===== src/ltf_pkg.sv =====
// Constants and types for the logic, trap and flags execution slice
package ltf_pkg;
  localparam logic [7:0] OP_MASK_FIRST  = 8'h72;
  localparam logic [7:0] OP_MASK_LAST   = 8'h77;
  localparam logic [7:0] OP_MASK_EXT_ER = 8'h78;
  localparam logic [7:0] OP_MASK_EXT_IM = 8'h79;
  localparam logic [7:0] OP_XOR_FIRST   = 8'hB2;
  localparam logic [7:0] OP_XOR_LAST    = 8'hB7;
  localparam logic [7:0] OP_XOR_EXT_ER  = 8'hB8;
  localparam logic [7:0] OP_XOR_EXT_IM  = 8'hB9;
  localparam logic [7:0] OP_TRAP        = 8'hF2;
  localparam logic [7:0] OP_INT_RETURN  = 8'hBF;
  localparam int         TRAP_CYCLES   = 6;
  localparam int         EXT_FETCH     = 4;
  localparam logic [15:0] SP_STEP_PC   = 16'h0002;
  localparam logic [15:0] SP_STEP_FL   = 16'h0001;
  localparam logic [15:0] SP_STEP_ONE  = 16'h0001;
  // Flag bit positions
  localparam int FLG_C  = 7;
  localparam int FLG_Z  = 6;
  localparam int FLG_S  = 5;
  localparam int FLG_V  = 4;
  localparam int FLG_D  = 3;
  localparam int FLG_H  = 2;
  localparam int FLG_U2 = 1;
  localparam int FLG_U1 = 0;
  localparam logic [5:0] STATUS_RST    = 6'h00;
  localparam logic [3:0] CC_C = 4'h7;
  localparam logic [3:0] CC_Z = 4'h6;
  localparam logic [3:0] CC_S = 4'h5;
  localparam logic [3:0] CC_V = 4'h4;
  localparam logic [2:0] TS_ZERO = 3'h0;
  localparam logic [2:0] TS_LAST = 3'h5;
  typedef enum logic [2:0] {
    LTF_IDLE, LTF_PUSH_LO, LTF_PUSH_HI, LTF_PUSH_FL, LTF_VEC_LO, LTF_VEC_HI, LTF_POP_FL
  } ltf_state_e;
endpackage


===== src/ltf_alu.sv =====
// Logic unit for test-under-mask and exclusive-or
`timescale 1ns/1ps
`default_nettype none
module ltf_alu (
  input  wire logic [7:0] dst_val,
  input  wire logic [7:0] src_val,
  input  wire logic       do_xor,
  output logic [7:0]      result,
  output logic            res_zero,
  output logic            res_sign
);
  always_comb begin
    result   = do_xor ? (dst_val ^ src_val) : (dst_val & src_val);
    res_zero = (result == 8'h00);
    res_sign = result[7];
  end
endmodule
`default_nettype wire


===== src/ltf_core.sv =====
// Execution slice: test-under-mask, exclusive-or, software vector call and flags register
//
// Operation
// RULE_01 - Test-under-mask 72..77 ANDs operands, no writeback; sets Z,S, clears V.
// RULE_02 - Extended test-under-mask 78,79: same non-writing AND, four fetch cycles.
// RULE_03 - XOR B2..B7 writes dst^src back; Z,S set, V cleared, C,D,H kept.
// RULE_04 - Extended XOR B8,B9 stores result with the same flag effects.
// RULE_05 - Vector call 8'hF2: SP minus two, push PC; six execution cycles.
// RULE_06 - Then SP minus one, push flags, load PC from vector; flags unchanged.
// RULE_07 - Flags hold status of the latest arithmetic or logical operation.
// RULE_08 - Six status flags kept apart from two user bits.
// RULE_09 - Carry, overflow, zero and sign selectable as jump conditions.
// RULE_10 - Half-carry and decimal flags never selectable as jump conditions.
// RULE_11 - User bits change only by explicit user-flag writes; the code also reloads them from the stacked flags at interrupt return.
// RULE_12 - User bits never offered as jump conditions.
// RULE_13 - User bits have no reset value and reset leaves them alone.
// RULE_14 - Interrupt, vector call and illegal trap all push the flags.
// RULE_15 - Interrupt return reloads flags from the stacked value.
// RULE_16 - Flags are eight bits at fixed positions.
`timescale 1ns/1ps
`default_nettype none
module ltf_core
  import ltf_pkg::*;
(
  input  wire logic        core_clk,
  input  wire logic        rst,
  input  wire logic        op_valid,
  input  wire logic [7:0]  op_code,
  input  wire logic [7:0]  op_dst,
  input  wire logic [7:0]  op_src,
  input  wire logic        irq_take,
  input  wire logic        illegal_take,
  input  wire logic [15:0] pc_in,
  input  wire logic [15:0] vec_addr,
  input  wire logic        alu_flag_we,
  input  wire logic [5:0]  alu_flag_val,
  input  wire logic        user_flag_we,
  input  wire logic [1:0]  user_flag_val,
  input  wire logic [3:0]  cond_sel,
  input  wire logic [7:0]  mem_rdata,
  output logic             busy,
  output logic [7:0]       wb_data,
  output logic             wb_en,
  output logic [2:0]       fetch_len,
  output logic             mem_we,
  output logic             mem_re,
  output logic [15:0]      mem_addr,
  output logic [7:0]       mem_wdata,
  output logic [15:0]      sp_out,
  output logic             pc_load,
  output logic [15:0]      pc_next,
  output logic [7:0]       flags,
  output logic             cond_true
);
  import ltf_pkg::*;

  function automatic logic in_range(input logic [7:0] op, input logic [7:0] lo, input logic [7:0] hi);
    in_range = (op >= lo) && (op <= hi);
  endfunction

  logic [5:0]  status_ff, nxt_status;
  logic [1:0]  user_ff, nxt_user;
  logic [15:0] sp_ff, nxt_sp;
  logic [15:0] pc_sv_ff, nxt_pc_sv;
  logic [15:0] vec_ff, nxt_vec;
  logic [7:0]  vlo_ff, nxt_vlo;
  logic [2:0]  tcnt_ff, nxt_tcnt;
  ltf_state_e  st_ff, nxt_st;
  logic [7:0]  wb_ff, nxt_wb;
  logic        wbe_ff, nxt_wbe;
  logic [7:0]  alu_res;
  logic        alu_z, alu_s;
  logic        is_mask, is_xor, is_ext;

  // Internal status order: C Z S V D H
  assign flags = {status_ff, user_ff}; // RULE_16
  assign sp_out = sp_ff;
  assign busy = (st_ff != LTF_IDLE);
  assign wb_data = wb_ff;
  assign wb_en = wbe_ff;

  always_comb begin
    is_mask = in_range(op_code, OP_MASK_FIRST, OP_MASK_EXT_IM);
    is_xor  = in_range(op_code, OP_XOR_FIRST, OP_XOR_EXT_IM);
    is_ext  = (op_code == OP_MASK_EXT_ER) || (op_code == OP_MASK_EXT_IM) ||
              (op_code == OP_XOR_EXT_ER) || (op_code == OP_XOR_EXT_IM);
    fetch_len = is_ext ? 3'(EXT_FETCH) : 3'h0; // RULE_02
  end

  ltf_alu u_alu (
    .dst_val  (op_dst),
    .src_val  (op_src),
    .do_xor   (is_xor),
    .result   (alu_res),
    .res_zero (alu_z),
    .res_sign (alu_s)
  );

  // Only C, V, Z, S reach the jump condition; D, H and user bits do not
  always_comb begin
    case (cond_sel)
      CC_C:    cond_true = status_ff[FLG_C - FLG_H]; // RULE_09
      CC_Z:    cond_true = status_ff[FLG_Z - FLG_H]; // RULE_09
      CC_S:    cond_true = status_ff[FLG_S - FLG_H]; // RULE_09
      CC_V:    cond_true = status_ff[FLG_V - FLG_H]; // RULE_09
      default: cond_true = 1'b0; // RULE_10 RULE_12
    endcase
  end

  always_comb begin
    nxt_status = status_ff;
    nxt_user   = user_ff;
    nxt_sp     = sp_ff;
    nxt_pc_sv  = pc_sv_ff;
    nxt_vec    = vec_ff;
    nxt_vlo    = vlo_ff;
    nxt_tcnt   = tcnt_ff;
    nxt_st     = st_ff;
    nxt_wb     = wb_ff;
    nxt_wbe    = 1'b0;
    mem_we     = 1'b0;
    mem_re     = 1'b0;
    mem_addr   = sp_ff;
    mem_wdata  = 8'h00;
    pc_load    = 1'b0;
    pc_next    = pc_sv_ff;
    if (user_flag_we) begin
      nxt_user = user_flag_val; // RULE_11
    end
    case (st_ff)
      LTF_IDLE: begin
        nxt_tcnt = TS_ZERO;
        if (irq_take || illegal_take || (op_valid && op_code == OP_TRAP)) begin
          nxt_sp    = sp_ff - SP_STEP_PC; // RULE_05
          nxt_pc_sv = pc_in;
          nxt_vec   = vec_addr;
          nxt_st    = LTF_PUSH_LO;
        end else if (op_valid && op_code == OP_INT_RETURN) begin
          nxt_st = LTF_POP_FL;
        end else if (op_valid && (is_mask || is_xor)) begin
          nxt_status[FLG_Z - FLG_H] = alu_z; // RULE_01 RULE_03
          nxt_status[FLG_S - FLG_H] = alu_s; // RULE_01 RULE_03
          nxt_status[FLG_V - FLG_H] = 1'b0; // RULE_01 RULE_02 RULE_03 RULE_04
          if (is_xor) begin
            nxt_wb  = alu_res; // RULE_03 RULE_04
            nxt_wbe = 1'b1;
          end
        end else if (alu_flag_we) begin
          nxt_status = alu_flag_val; // RULE_07 RULE_08
        end
      end
      LTF_PUSH_LO: begin
        mem_we    = 1'b1;
        mem_addr  = sp_ff + SP_STEP_ONE;
        mem_wdata = pc_sv_ff[7:0]; // RULE_05
        nxt_tcnt  = tcnt_ff + 3'h1;
        nxt_st    = LTF_PUSH_HI;
      end
      LTF_PUSH_HI: begin
        mem_we    = 1'b1;
        mem_wdata = pc_sv_ff[15:8]; // RULE_05
        nxt_sp    = sp_ff - SP_STEP_FL; // RULE_06
        nxt_tcnt  = tcnt_ff + 3'h1;
        nxt_st    = LTF_PUSH_FL;
      end
      LTF_PUSH_FL: begin
        mem_we    = 1'b1;
        mem_wdata = flags; // RULE_06 RULE_14
        nxt_tcnt  = tcnt_ff + 3'h1;
        nxt_st    = LTF_VEC_HI;
      end
      LTF_VEC_HI: begin
        mem_re   = 1'b1;
        mem_addr = vec_ff;
        nxt_tcnt = tcnt_ff + 3'h1;
        nxt_st   = LTF_VEC_LO;
      end
      LTF_VEC_LO: begin
        // Vector word read high byte first; one cycle of memory latency assumed
        mem_re   = 1'b1;
        mem_addr = vec_ff + SP_STEP_ONE;
        if (tcnt_ff == TS_LAST - 3'h1) begin
          nxt_vlo  = mem_rdata;
          nxt_tcnt = tcnt_ff + 3'h1;
        end else begin
          pc_load  = 1'b1;
          pc_next  = {vlo_ff, mem_rdata}; // RULE_06
          nxt_st   = LTF_IDLE;
        end
      end
      LTF_POP_FL: begin
        mem_re   = 1'b1;
        if (tcnt_ff == TS_ZERO) begin
          nxt_tcnt = tcnt_ff + 3'h1;
        end else begin
          nxt_status = mem_rdata[FLG_C:FLG_H]; // RULE_15
          nxt_user   = mem_rdata[FLG_U2:FLG_U1]; // RULE_15
          nxt_sp     = sp_ff + SP_STEP_ONE;
          nxt_st     = LTF_IDLE;
        end
      end
      default: nxt_st = LTF_IDLE;
    endcase
  end

  always_ff @(posedge core_clk or posedge rst) begin
    if (rst) begin
      status_ff <= STATUS_RST;
      sp_ff     <= 16'h0000;
      pc_sv_ff  <= 16'h0000;
      vec_ff    <= 16'h0000;
      vlo_ff    <= 8'h00;
      tcnt_ff   <= TS_ZERO;
      st_ff     <= LTF_IDLE;
      wb_ff     <= 8'h00;
      wbe_ff    <= 1'b0;
    end else begin
      status_ff <= nxt_status;
      sp_ff     <= nxt_sp;
      pc_sv_ff  <= nxt_pc_sv;
      vec_ff    <= nxt_vec;
      vlo_ff    <= nxt_vlo;
      tcnt_ff   <= nxt_tcnt;
      st_ff     <= nxt_st;
      wb_ff     <= nxt_wb;
      wbe_ff    <= nxt_wbe;
    end
  end

  // User bits sit outside the reset on purpose
  always_ff @(posedge core_clk) begin
    user_ff <= nxt_user; // RULE_13
  end
endmodule
`default_nettype wire


===== config.mk =====
export PLATFORM = sky130hd
export DESIGN_NAME = ltf_core
export DESIGN_NICKNAME = d
export VERILOG_FILES = /design/src/ltf_pkg.sv /design/src/ltf_alu.sv /design/src/ltf_core.sv
export SDC_FILE = /design/constraint.sdc
export NUM_CORES = 1
export LEC_CHECK = 0
export BUFFER_PORTS_ARGS = -buffer_cell sky130_fd_sc_hd__buf_2
export CORE_UTILIZATION = 48
export DETAILED_ROUTE_END_ITERATION = 8
export PLACE_DENSITY = 0.9
export SETUP_SLACK_MARGIN = 0.4
export SYNTH_ARGS = -nofsm -noshare
export SYNTH_HDL_FRONTEND = slang
export SYNTH_SLANG_ARGS = --single-unit

===== constraint.sdc =====
create_clock -name core_clk -period 2.7 [get_ports core_clk]
set_input_delay 0.675 -clock core_clk [delete_from_list [all_inputs] [get_ports core_clk]]
set_output_delay 0.675 -clock core_clk [all_outputs]
set_load 0.02 [all_outputs]

==> run metrics, run 1 <==
Synth area leaders dfrtp_1, mux2_2, ha_1; CTS HTree Levels 3; proportion of synthesized area in mux cells 17.58%; RSZ-0062 raised after global routing yes; post-synthesis sequential area ratio 35.53%; wire per inst 25.46 um; PortBufs 161; fraction of registers with async set/reset 97.47%; first-pass GRT wire length 32.38 mm; fin cells 965; clock sink count 79; largest net degree at the start of global routing 52; Cells after Synth 601; Leak 3.684 nW; crit start category flip-flop; M2 GR Usage 59.30%; main combinational cell family by area after synthesis simple AND/OR/NAND/NOR gates; worst r2r src st_ff[0]$_DFFE_PP0P_; # DRC 0; data required time of the critical path 2030 ps; CTS Root Cell clkbuf_16; post-route setup slack -173.1 ps; Hold Vio Cnt, Final 0; Post-Place Setup Slack 20.44 ps; vias in the first global route 6,039; Compound-Gate Fraction of Synth Area 15.23%; most frequent cell after synthesis dfrtp_1; failing checks negative setup slack; setup TNS -873.3 ps; starting density of the core 50.19%; Hold Crit Class in2async; reg2reg end status_ff[3]$_DFFE_PP0P_; site row count 38; CORE AREA 11,030 sq um; Simple-Gate Fraction of Synth Area 20.07%; outcome complete, but fails checks; gr ovfl total 0; CTS tree yes; die area 11,970 sq um; yosys synthesis warning count 0; Clock Path Buffers 2; largest area contributor in the netlist dfrtp_1; R2R depth 8; share of cells above drive strength 1 57.09%; most frequent cells after synthesis dfrtp_1, mux2_2, nor2_1; Final nets 919; Die X 109.4 um; total wire length 24.57 mm; fmax 348.1 MHz; worst vdd ir 0.0007651 V; Slew HR 50.03%; ant diodes 0; worst skew pair latency 350 ps; Synth Area in Adders 3.616%; Final Util 76.32%; Final ANT Viol Nets 0; clock slew seen by the registers of the worst setup and hold paths 70 ps; Synth Area in XOR/XNOR 3.480%; total track usage 36.11%; CTS Buf Count 9; final setup vio count 9; register bit total from synthesis 79; FF-to-FF setup slack 270 ps; Yosys cell types 68; Final period util 106.4%; max-slew violation count 0; busiest grt layer met2; DR iter-0 viols 767; hold_buf cts 0; routed vias 6,607; area grow syn2layout 52.05%; met1 Use GR 43.64%; io pins 164; first-pass iteration count of the detailed router 5; met3 Use GR 9.010%; main flop type after synthesis dfrtp_1; Worst Max-Slew Pin Slew 742.8 ps; Worst EP arrival 2200 ps; Fin Clk Skew 9.659 ps; hpwl dp 13.08 mm; EDFF count, synth 0; min Tclk post-route 2873 ps; Setup CP Type reg2out; initial antenna violation count 0; Crit Path Max Fanout 4; crit path launch vec_ff[1]$_DFFE_PP0P_; gpl congestion 0.9963; pwr dens 1292 nW/um^2; via/cell ratio 6.847; Max-cap violations 0; Fill cells 652; Avg Cell Area, Syn 9.212 sq um; Die Y 109.4 um; Post-Syn Area 5537 sq um; placed cells 904; Final Hold Slack 417.2 ps; share of the synthesized area in the top cell type 34.80%; Critical Path Sink Type output pin
-- timing repair --
item	in CTS	in global routing
endpoints found under the setup margin	53	66
setup buffers	28	13
gates cloned	3	1
resized for setup	117	78
pin swaps	37	34
-- placed cells by master, fill, tap and decap left out, types with 8 or more instances in the layout --
cell,netlist,layout
buf_6,1,33
dfrtp_2,0,12
mux2i_1,14,11
buf_2,1,138
nand3_1,18,13
inv_1,15,10
nor2_2,0,11
a21oi_2,0,9
buf_4,3,70
o21ai_1,1,9
dfrtp_1,77,64
a21oi_4,0,10
nor2_1,45,29
nor3_1,21,14
mux2_4,0,8
clkbuf_16,0,9
nor4_1,15,11
nand4_1,13,13
mux2_2,74,66
a21oi_1,35,16
o21ai_0,23,11
nand2_1,44,40
xor2_1,11,8
ha_1,16,11
-- how the worst max path moves through the flow --
stage | end | slack, ps | depth (start not counted)
final | mem_addr[10] | -170 | 7
after global routing | mem_addr[7] | -200 | 7
after CTS | mem_addr[7] | -50 | 7
after global placement | sp_out[1]$_DFFE_PP0P_ | 20 | 5
after floorplan | mem_addr[15] | 120 | 7
after detailed placement | sp_out[7]$_DFFE_PP0P_ | 20 | 6
-- per-stage QoR --
stage	power [W]	cell area, sq um
CTS	0.009605	7924
global placement	0.007068	6907
floorplan	0.005601	5808
detailed placement	0.007188	6907
global route	0.01122	8418
finish	0.01088	8418
-- routing by layer --
| metal | up-vias | share of wire, % |
|---|---|---|
| met5 | - | 0 |
| met4 | 0 | 7.0 |
| met3 | 177 | 12 |
| met2 | 601 | 47 |
| met1 | 3153 | 34 |
| li1 | 2676 | - |
-- cell families (layout without fill, tap and decap cells) --
kind of cell | count (synthesis) | count (layout)
AOI/OAI and AO/OA | 127 | 127
DFF | 79 | 79
other | 1 | 2
adders and majority gates | 16 | 16
buffers and inverters | 60 | 281
and+or+nand+nor | 208 | 210
muxes | 88 | 88
xor gates and xnor gates | 22 | 22
-- registers in the layout, summed over array words and instances, names as in the netlist --
name and cells:
vec_ff 16, st_ff 3, wb_data 8, pc_sv_ff 16, sp_out 16, tcnt_ff 3, user_ff 2, status_ff 6
wb_en 1, vlo_ff 8
-- area by class of cell --
class	count	area [sq um]	share of cell area, %
Multi-Input combinational cell	465	4150	49.30
Sequential cell	79	1986	23.59
Timing Repair Buffer	249	1750	20.79
Clock buffer	12	256.5	3.047
Tap cell	140	175.2	2.081
Inverter	16	70.07	0.8323
Clock inverter	4	30.03	0.3567
-- worst max-delay path: stages, from the launching register on --
cell and delay, ps:
dfrtp_2 470, ha_4 210, nand2b_4 90, nor3_4 240, a31oi_1 170, o22ai_1 260
o211ai_1 200, buf_4 210
-- power by group --
part           switching [W]  total [W]  internal, W
clock               0.000555    0.00123     0.000677
sequential          0.000768    0.00248      0.00171
combinational        0.00391    0.00717      0.00326
(Power assumes the default switching activity.)
==> run 2, diff against run 1 <==
--- a/config.mk
+++ b/config.mk
@@ -10,6 +10,7 @@
 export DETAILED_ROUTE_END_ITERATION = 8
 export PLACE_DENSITY = 0.9
 export SETUP_SLACK_MARGIN = 0.4
+export SKIP_LAST_GASP = 1
 export SYNTH_ARGS = -nofsm -noshare
 export SYNTH_HDL_FRONTEND = slang
 export SYNTH_SLANG_ARGS = --single-unit
==> run 2 against run 1 <==
The run still ends with negative setup slack left. Via count decreased by 4.9%. Final cell count is 0.41% lower. Hold slack gained 9.5 ps. Combinational power is 7.0% lower. First-iteration DRC count shrank 20%. Non-clock buffer count is 4 lower. Global-route usage increased by 0.27 points. Critical path type unchanged.
==> run metrics, run 2 (synthesis results as in run 1) <==
Critical Path Sink Type output pin (unchanged); wire per inst 23.36 um (was 25.46 um); slowest stage delay, CP 430 ps (was 470 ps); FF-to-FF setup slack 380 ps (was 270 ps); share of cells above drive strength 1 54.32% (was 57.09%); first-pass iteration count of the detailed router 5 (unchanged); CORE AREA 11,030 sq um (unchanged); Die X 109.4 um (unchanged); Max-cap violations 0 (unchanged); Leak 3.617 nW (was 3.684 nW); Final Hold Slack 426.8 ps (was 417.2 ps); pwr dens 1268 nW/um^2 (was 1292 nW/um^2); highest-count cells in the layout ignoring fill and taps buf_2, buf_4, mux2_2 (unchanged); worst r2r src st_ff[0]$_DFFE_PP0P_ (unchanged); die area 11,970 sq um (unchanged); DR iter-0 viols 614 (was 767); most common cell after layout, fill and taps aside buf_2 (unchanged); Setup CP Type reg2out (unchanged); Hold Crit Class in2async (unchanged); CTS HTree Levels 3 (unchanged); Final nets 915 (was 919); final setup vio count 8 (was 9); outcome complete, but fails checks (unchanged); Fin Clk Skew 7.682 ps (was 9.659 ps); Hold Vio Cnt, Final 0 (unchanged); CP Depth 7 (unchanged); Worst Max-Slew Pin Slew 681.2 ps (was 742.8 ps); CTS Buf Count 9 (unchanged); CTS tree yes (unchanged); Die Y 109.4 um (unchanged); Psw 0.004924 W (was 0.005234 W); initial antenna violation count 0 (unchanged); fmax 345.5 MHz (was 348.1 MHz); reg2reg end sp_out[1]$_DFFE_PP0P_ (was status_ff[3]$_DFFE_PP0P_); PortBufs 161 (unchanged); starting density of the core 50.19% (unchanged); first-pass GRT wire length 32.69 mm (was 32.38 mm); data required time of the critical path 2030 ps (about the same); vias in the first global route 6,030 (was 6,039); Final period util 107.2% (was 106.4%); total track usage 36.38% (was 36.11%); routed vias 6,283 (was 6,607); Clock power frac 11.7% (was 11.3%); placed cells 904 (unchanged); fin cells 961 (was 965); ant diodes 0 (unchanged); max-slew violation count 0 (unchanged); switching share of power 47.66% (was 48.12%); io pins 164 (unchanged); min Tclk post-route 2895 ps (was 2873 ps); clock sink count 79 (unchanged); cell chain of the critical path nand4_1 > nor3_1 > buf_4 > nand2_1 > mux2_2 > a21oi_2 > buf_4 (was ha_4 > nand2b_4 > nor3_4 > a31oi_1 > o22ai_1 > o211ai_1 > buf_4); worst vdd ir 0.0008260 V (was 0.0007651 V); worst skew pair latency 350 ps (about the same); Flop pwr share 23.7% (was 22.8%); largest net degree at the start of global routing 52 (unchanged); via/cell ratio 6.538 (was 6.847); failing checks negative setup slack (unchanged); most used cell, CP buf_4; total wire length 22.45 mm (was 24.57 mm); clock slew seen by the registers of the worst setup and hold paths 70 ps (about the same); Clock Path Buffers 2 (unchanged); combinational share of power 64.6% (was 65.9%); gr ovfl total 0 (unchanged); Int Pwr 0.005408 W (was 0.005642 W); kind of cell adding the most delay to the critical path simple AND/OR/NAND/NOR gates (was compound AO/OA/AOI/OAI gates); Final ANT Viol Nets 0 (unchanged); RSZ-0062 raised after global routing yes (unchanged); R2R depth 7 (was 8); Cell Area, Placed 6907 sq um (unchanged); Buf/Inv on CP 2 (was 1); Final Cell Area 8149 sq um (was 8418 sq um); Slew HR 54.58% (was 50.03%); slowest cell on the critical path dfrtp_1 (was dfrtp_2); area grow syn2layout 47.19% (was 52.05%); site row count 38 (unchanged); Crit Path Max Fanout 4 (unchanged); Fill cells 691 (was 652); hpwl dp 13.08 mm (unchanged); crit start category flip-flop (unchanged); # DRC 0 (unchanged); Worst EP arrival 2220 ps (was 2200 ps); Post-Place Setup Slack 20.44 ps (unchanged); post-route setup slack -194.5 ps (was -173.1 ps); gpl congestion 0.9963 (unchanged); CTS Root Cell clkbuf_16 (unchanged)
==> run 2: cell type report <==
class | instances | area (sq um) | share of cell area [%]
Clock inverter | 4 | 30.03 | 0.3685
Multi-Input combinational cell | 465 | 3981 | 48.86
Inverter | 16 | 70.07 | 0.8598
Sequential cell | 79 | 1986 | 24.37
Tap cell | 140 | 175.2 | 2.150
Timing Repair Buffer | 245 | 1650 | 20.25
Clock buffer | 12 | 256.5 | 3.148
==> run 2: power groups by stage <==
stage / Combinational [W] / Sequential (W) / Clock (W)
2_1_floorplan: 0.00333 / 0.00227 / 0
3_3_place_gp: 0.00480 / 0.00227 / 0
3_5_place_dp: 0.00489 / 0.00230 / 0
4_1_cts: 0.00594 / 0.00230 / 0.00120
5_1_grt: 0.00697 / 0.00247 / 0.00125
6_report: 0.00667 / 0.00245 / 0.00121
==> run 2: metrics by stage <==
step	setup TNS, ps	util [%]	total power, W
6_report	-954.4	73.88	0.01033
4_1_cts	-148.9	71.03	0.009446
3_5_place_dp	0	62.61	0.007188
5_1_grt	-1620	73.88	0.01069
2_1_floorplan	0	-	0.005601
3_3_place_gp	0	62.61	0.007068
==> run 2: routing by layer <==
layer	global-route usage (%)	wire length, um
met5	0	0
met4	16.95	1217
met3	8.002	2418
met2	60.29	10700
met1	45.17	8111
==> run 2: worst register-to-register path, stage by stage, from the launching register on <==
cell and delay [ps]:
dfrtp_2 480, buf_4 170, bufbuf_16 280, nor4bb_4 380
nand2_1 200, or3b_4 370, nor3_1 70, a211o_1 260
==> run 2: worst max path at each step <==
stage,start,end,slack [ps]
after floorplan,sp_out[11]$_DFFE_PP0P_,mem_addr[15],120
after global placement,op_code[0],sp_out[1]$_DFFE_PP0P_,20
after detailed placement,op_code[0],sp_out[7]$_DFFE_PP0P_,20
after CTS,sp_out[1]$_DFFE_PP0P_,mem_addr[7],-50
after global routing,vec_ff[3]$_DFFE_PP0P_,mem_addr[13],-270
final,vec_ff[3]$_DFFE_PP0P_,mem_addr[13],-190
==> run 2: repair_timing <==
item / 4_1_cts / 5_1_grt
cloned: 3 / 0
hold buffers: 0 / 0
setup buffers: 28 / 10
hold endpoints to repair: 0 / 0
gates resized for setup: 98 / 52
setup endpoints to repair: 53 / 67
pin swaps: 36 / 28
==> run 3, diff against run 2 <==
--- a/config.mk
+++ b/config.mk
@@ -6,11 +6,12 @@
 export NUM_CORES = 1
 export LEC_CHECK = 0
 export BUFFER_PORTS_ARGS = -buffer_cell sky130_fd_sc_hd__buf_2
-export CORE_UTILIZATION = 48
+export CORE_UTILIZATION = 30
 export DETAILED_ROUTE_END_ITERATION = 8
-export PLACE_DENSITY = 0.9
+export PLACE_DENSITY = 0.65
 export SETUP_SLACK_MARGIN = 0.4
 export SKIP_LAST_GASP = 1
 export SYNTH_ARGS = -nofsm -noshare
 export SYNTH_HDL_FRONTEND = slang
+export SYNTH_HIERARCHICAL = 1
 export SYNTH_SLANG_ARGS = --single-unit
==> constraint.sdc (replaced) <==
create_clock -name core_clk -period 2.7 [get_ports core_clk]
set_input_delay 0.675 -clock core_clk [delete_from_list [all_inputs] [get_ports core_clk]]
set_output_delay 0.675 -clock core_clk [all_outputs]
set_load 0.005 [all_outputs]
==> run 3 against run 2 <==
The flow now finishes without violations. Sequential share of layout area fell by 1.6 points. Routed wire length fell by 8.1%. Cell area rose by 6.8%. Non-clock buffer count rose by 25. Combinational power fell by 3%. Setup slack improved by 210 ps. Maximum frequency rose by 7.8%. Final cell count rose by 18%. Highest routed layer unchanged.
==> run metrics, run 3 <==
outcome finished clean (was complete, but fails checks); Final nets 966 (was 915); Fin Clk Skew 7.866 ps (was 7.682 ps); final setup vio count 0 (was 8); EDFF count, synth 0 (unchanged); Hold Crit Class in2async (unchanged); Setup CP Type reg2out (unchanged); reg2reg end wb_data[6]$_DFFE_PP0P_ (was sp_out[1]$_DFFE_PP0P_); Worst EP arrival 2010 ps (was 2220 ps); Cells after Synth 634 (was 601); most frequent cell after synthesis dfrtp_1 (unchanged); Post-Place Setup Slack 52.98 ps (was 20.44 ps); hpwl dp 14.07 mm (was 13.08 mm); min Tclk post-route 2684 ps (was 2895 ps); largest net degree at the start of global routing 38 (was 52); worst r2r src st_ff[0]$_DFFE_PP0P_ (unchanged); Crit Path Max Fanout 11 (was 4); wire per inst 18.22 um (was 23.36 um); CORE AREA 18,960 sq um (was 11,030 sq um); Yosys cell types 71 (was 68); Fill cells 1,836 (was 691); most frequent cells after synthesis dfrtp_1, nor2_1, mux2_2 (was dfrtp_1, mux2_2, nor2_1); Max-cap violations 0 (unchanged); Clock Path Buffers 2 (unchanged); Synth area leaders dfrtp_1, mux2_2, mux2_4 (was dfrtp_1, mux2_2, ha_1); via/cell ratio 5.294 (was 6.538); share of the synthesized area in the top cell type 32.70% (was 34.80%); R2R depth 7 (unchanged); clock slew seen by the registers of the worst setup and hold paths 60 ps (was 70 ps); highest-count cells in the layout ignoring fill and taps buf_2, buf_4, dfrtp_1 (was buf_2, buf_4, mux2_2); share of cells above drive strength 1 52.98% (was 54.32%); first-pass GRT wire length 31.25 mm (was 32.69 mm); post-route setup slack 16.05 ps (was -194.5 ps); largest area contributor in the netlist dfrtp_1 (unchanged); Critical Path Sink Type output pin (unchanged); Worst Max-Slew Pin Slew 746.8 ps (was 681.2 ps); gpl congestion 0.9332 (was 0.9963); initial antenna violation count 0 (unchanged); multi-input logic area 4126 sq um (was 3981 sq um); routed vias 5,993 (was 6,283); ant diodes 0 (unchanged); CTS tree yes (unchanged); total track usage 20.01% (was 36.38%); fraction of registers with async set/reset 97.47% (unchanged); post-synthesis sequential area ratio 33.38% (was 35.53%); worst vdd ir 0.0005710 V (was 0.0008260 V); total power 0.01015 W (was 0.01033 W); vias in the first global route 5,759 (was 6,030); site row count 50 (was 38); CTS Root Cell clkbuf_16 (unchanged); Final ANT Viol Nets 0 (unchanged); PortBufs 161 (unchanged); Slew HR 49.75% (was 54.58%); register area 1979 sq um (was 1986 sq um); RSZ-0062 raised after global routing yes (unchanged); Avg Cell Area, Syn 9.295 sq um (was 9.212 sq um); gr ovfl total 0 (unchanged); data required time of the critical path 2030 ps (about the same); io pins 164 (unchanged); die area 20,210 sq um (was 11,970 sq um); DR iter-0 viols 463 (was 614); pwr dens 1166 nW/um^2 (was 1268 nW/um^2); FF-to-FF setup slack 360 ps (was 380 ps); fmax 372.6 MHz (was 345.5 MHz); crit start category flip-flop (unchanged); # DRC 0 (unchanged); Die Y 142.2 um (was 109.4 um); worst skew pair latency 350 ps (about the same); Leak 3.955 nW (was 3.617 nW); starting density of the core 31.09% (was 50.19%); Post-Syn Area 5893 sq um (was 5537 sq um); yosys synthesis warning count 6 (was 0); CTS HTree Levels 3 (unchanged); register bit total from synthesis 79 (unchanged); Die X 142.2 um (was 109.4 um); Hold Vio Cnt, Final 0 (unchanged); area grow syn2layout 47.69% (was 47.19%); max-slew violation count 0 (unchanged); most common cell after layout, fill and taps aside buf_2 (unchanged); first-pass iteration count of the detailed router 5 (unchanged); total wire length 20.63 mm (was 22.45 mm); hold_buf cts 0 (unchanged); CTS Buf Count 9 (unchanged); Final period util 99.41% (was 107.2%); clock sink count 79 (unchanged); main flop type after synthesis dfrtp_1 (unchanged)
## run 3: cell count changes in the layout (fill, tap and decap cells not counted), moves of 5 or more
cell,before,now
mux2_4,8,38
a21oi_4,6,0
o21ai_0,11,22
a21oi_1,20,34
xor2_1,9,16
nor2_1,34,50
nor3_4,6,1
nor2_2,8,2
nor4_1,12,4
buf_2,141,154
buf_4,74,79
mux2_2,66,40
and4_1,7,2
o21ai_1,10,5
## run 3: what timing repair did
action,in CTS,in global routing
hold endpoints to repair,0,0
gates resized for setup,84,79
setup endpoints to repair,51,65
pin swaps,29,32
buffers inserted,37,25
gates cloned,4,2
## run 3: logic make-up after synthesis
family                     synth area share (%)
DFF                                       33.38
xor gates and xnor gates                  4.013
adders and majority gates                 3.397
and+or+nand+nor                           19.13
other                                   0.06363
AOI/OAI and AO/OA                         15.48
buffers and inverters                     5.138
muxes                                     19.41
## run 3: stage by stage
step | util [%] | cell area (sq um) | hold slack [ps] | TNS [ps] | std cells
final | 45.91 | 8703 | 383.1 | 0 | 1132
after global routing | 45.91 | 8703 | 412.7 | -366.5 | 1132
after CTS | 42.92 | 8137 | 377.6 | 0 | 1105
after detailed placement | 37.91 | 7187 | 492.2 | 0 | 1048
after global placement | 37.91 | 7187 | 486.2 | 0 | 1048
after floorplan | - | 5939 | 475.0 | 0 | 635
## run 3: how the worst max path moves through the flow
stage                                startpoint                endpoint  slack [ps]  cells after the start
final                     sp_out[2]$_DFFE_PP0P_             mem_addr[6]          20                      7
after global placement               op_code[6]  wb_data[7]$_DFFE_PP0P_         110                      6
after detailed placement             op_code[6]  wb_data[2]$_DFFE_PP0P_          50                      6
after CTS                 sp_out[1]$_DFFE_PP0P_             mem_addr[6]           6                      8
after global routing      sp_out[1]$_DFFE_PP0P_             mem_addr[8]         -80                      7
after floorplan           sp_out[1]$_DFFE_PP0P_            mem_addr[11]         400                      6
## run 3: final cells by class
| cell class | instances | share of cell area (%) |
|---|---|---|
| Clock buffer | 11 | 2.789 |
| Timing Repair inverter | 1 | 0.08626 |
| Tap cell | 260 | 3.738 |
| Multi-Input combinational cell | 494 | 47.41 |
| Timing Repair Buffer | 270 | 21.82 |
| Sequential cell | 79 | 22.74 |
| Clock inverter | 5 | 0.7476 |
| Inverter | 12 | 0.6613 |
## run 3: layer usage
layer,share of wire (%),wire length (um),vias to the layer above,global-route usage [%]
li1,-,-,2800,-
met1,42,8704,2888,25.75
met2,48,9983,269,33.28
met3,7.7,1591,36,4.643
met4,1.7,350,0,5.772
met5,0,0,-,0
## run 3: critical path, stage by stage, from the launching register on
cell and delay, ps:
dfrtp_1 390, buf_4 220, and3_4 240, nand2_1 80, a21oi_2 140, o22ai_1 100, a221oi_2 320, buf_2 170
## run 3: power by group
group          internal [W]  switching (W)  total, W
sequential          0.00172       0.000645   0.00237
combinational       0.00330        0.00319   0.00649
clock              0.000751       0.000537   0.00129
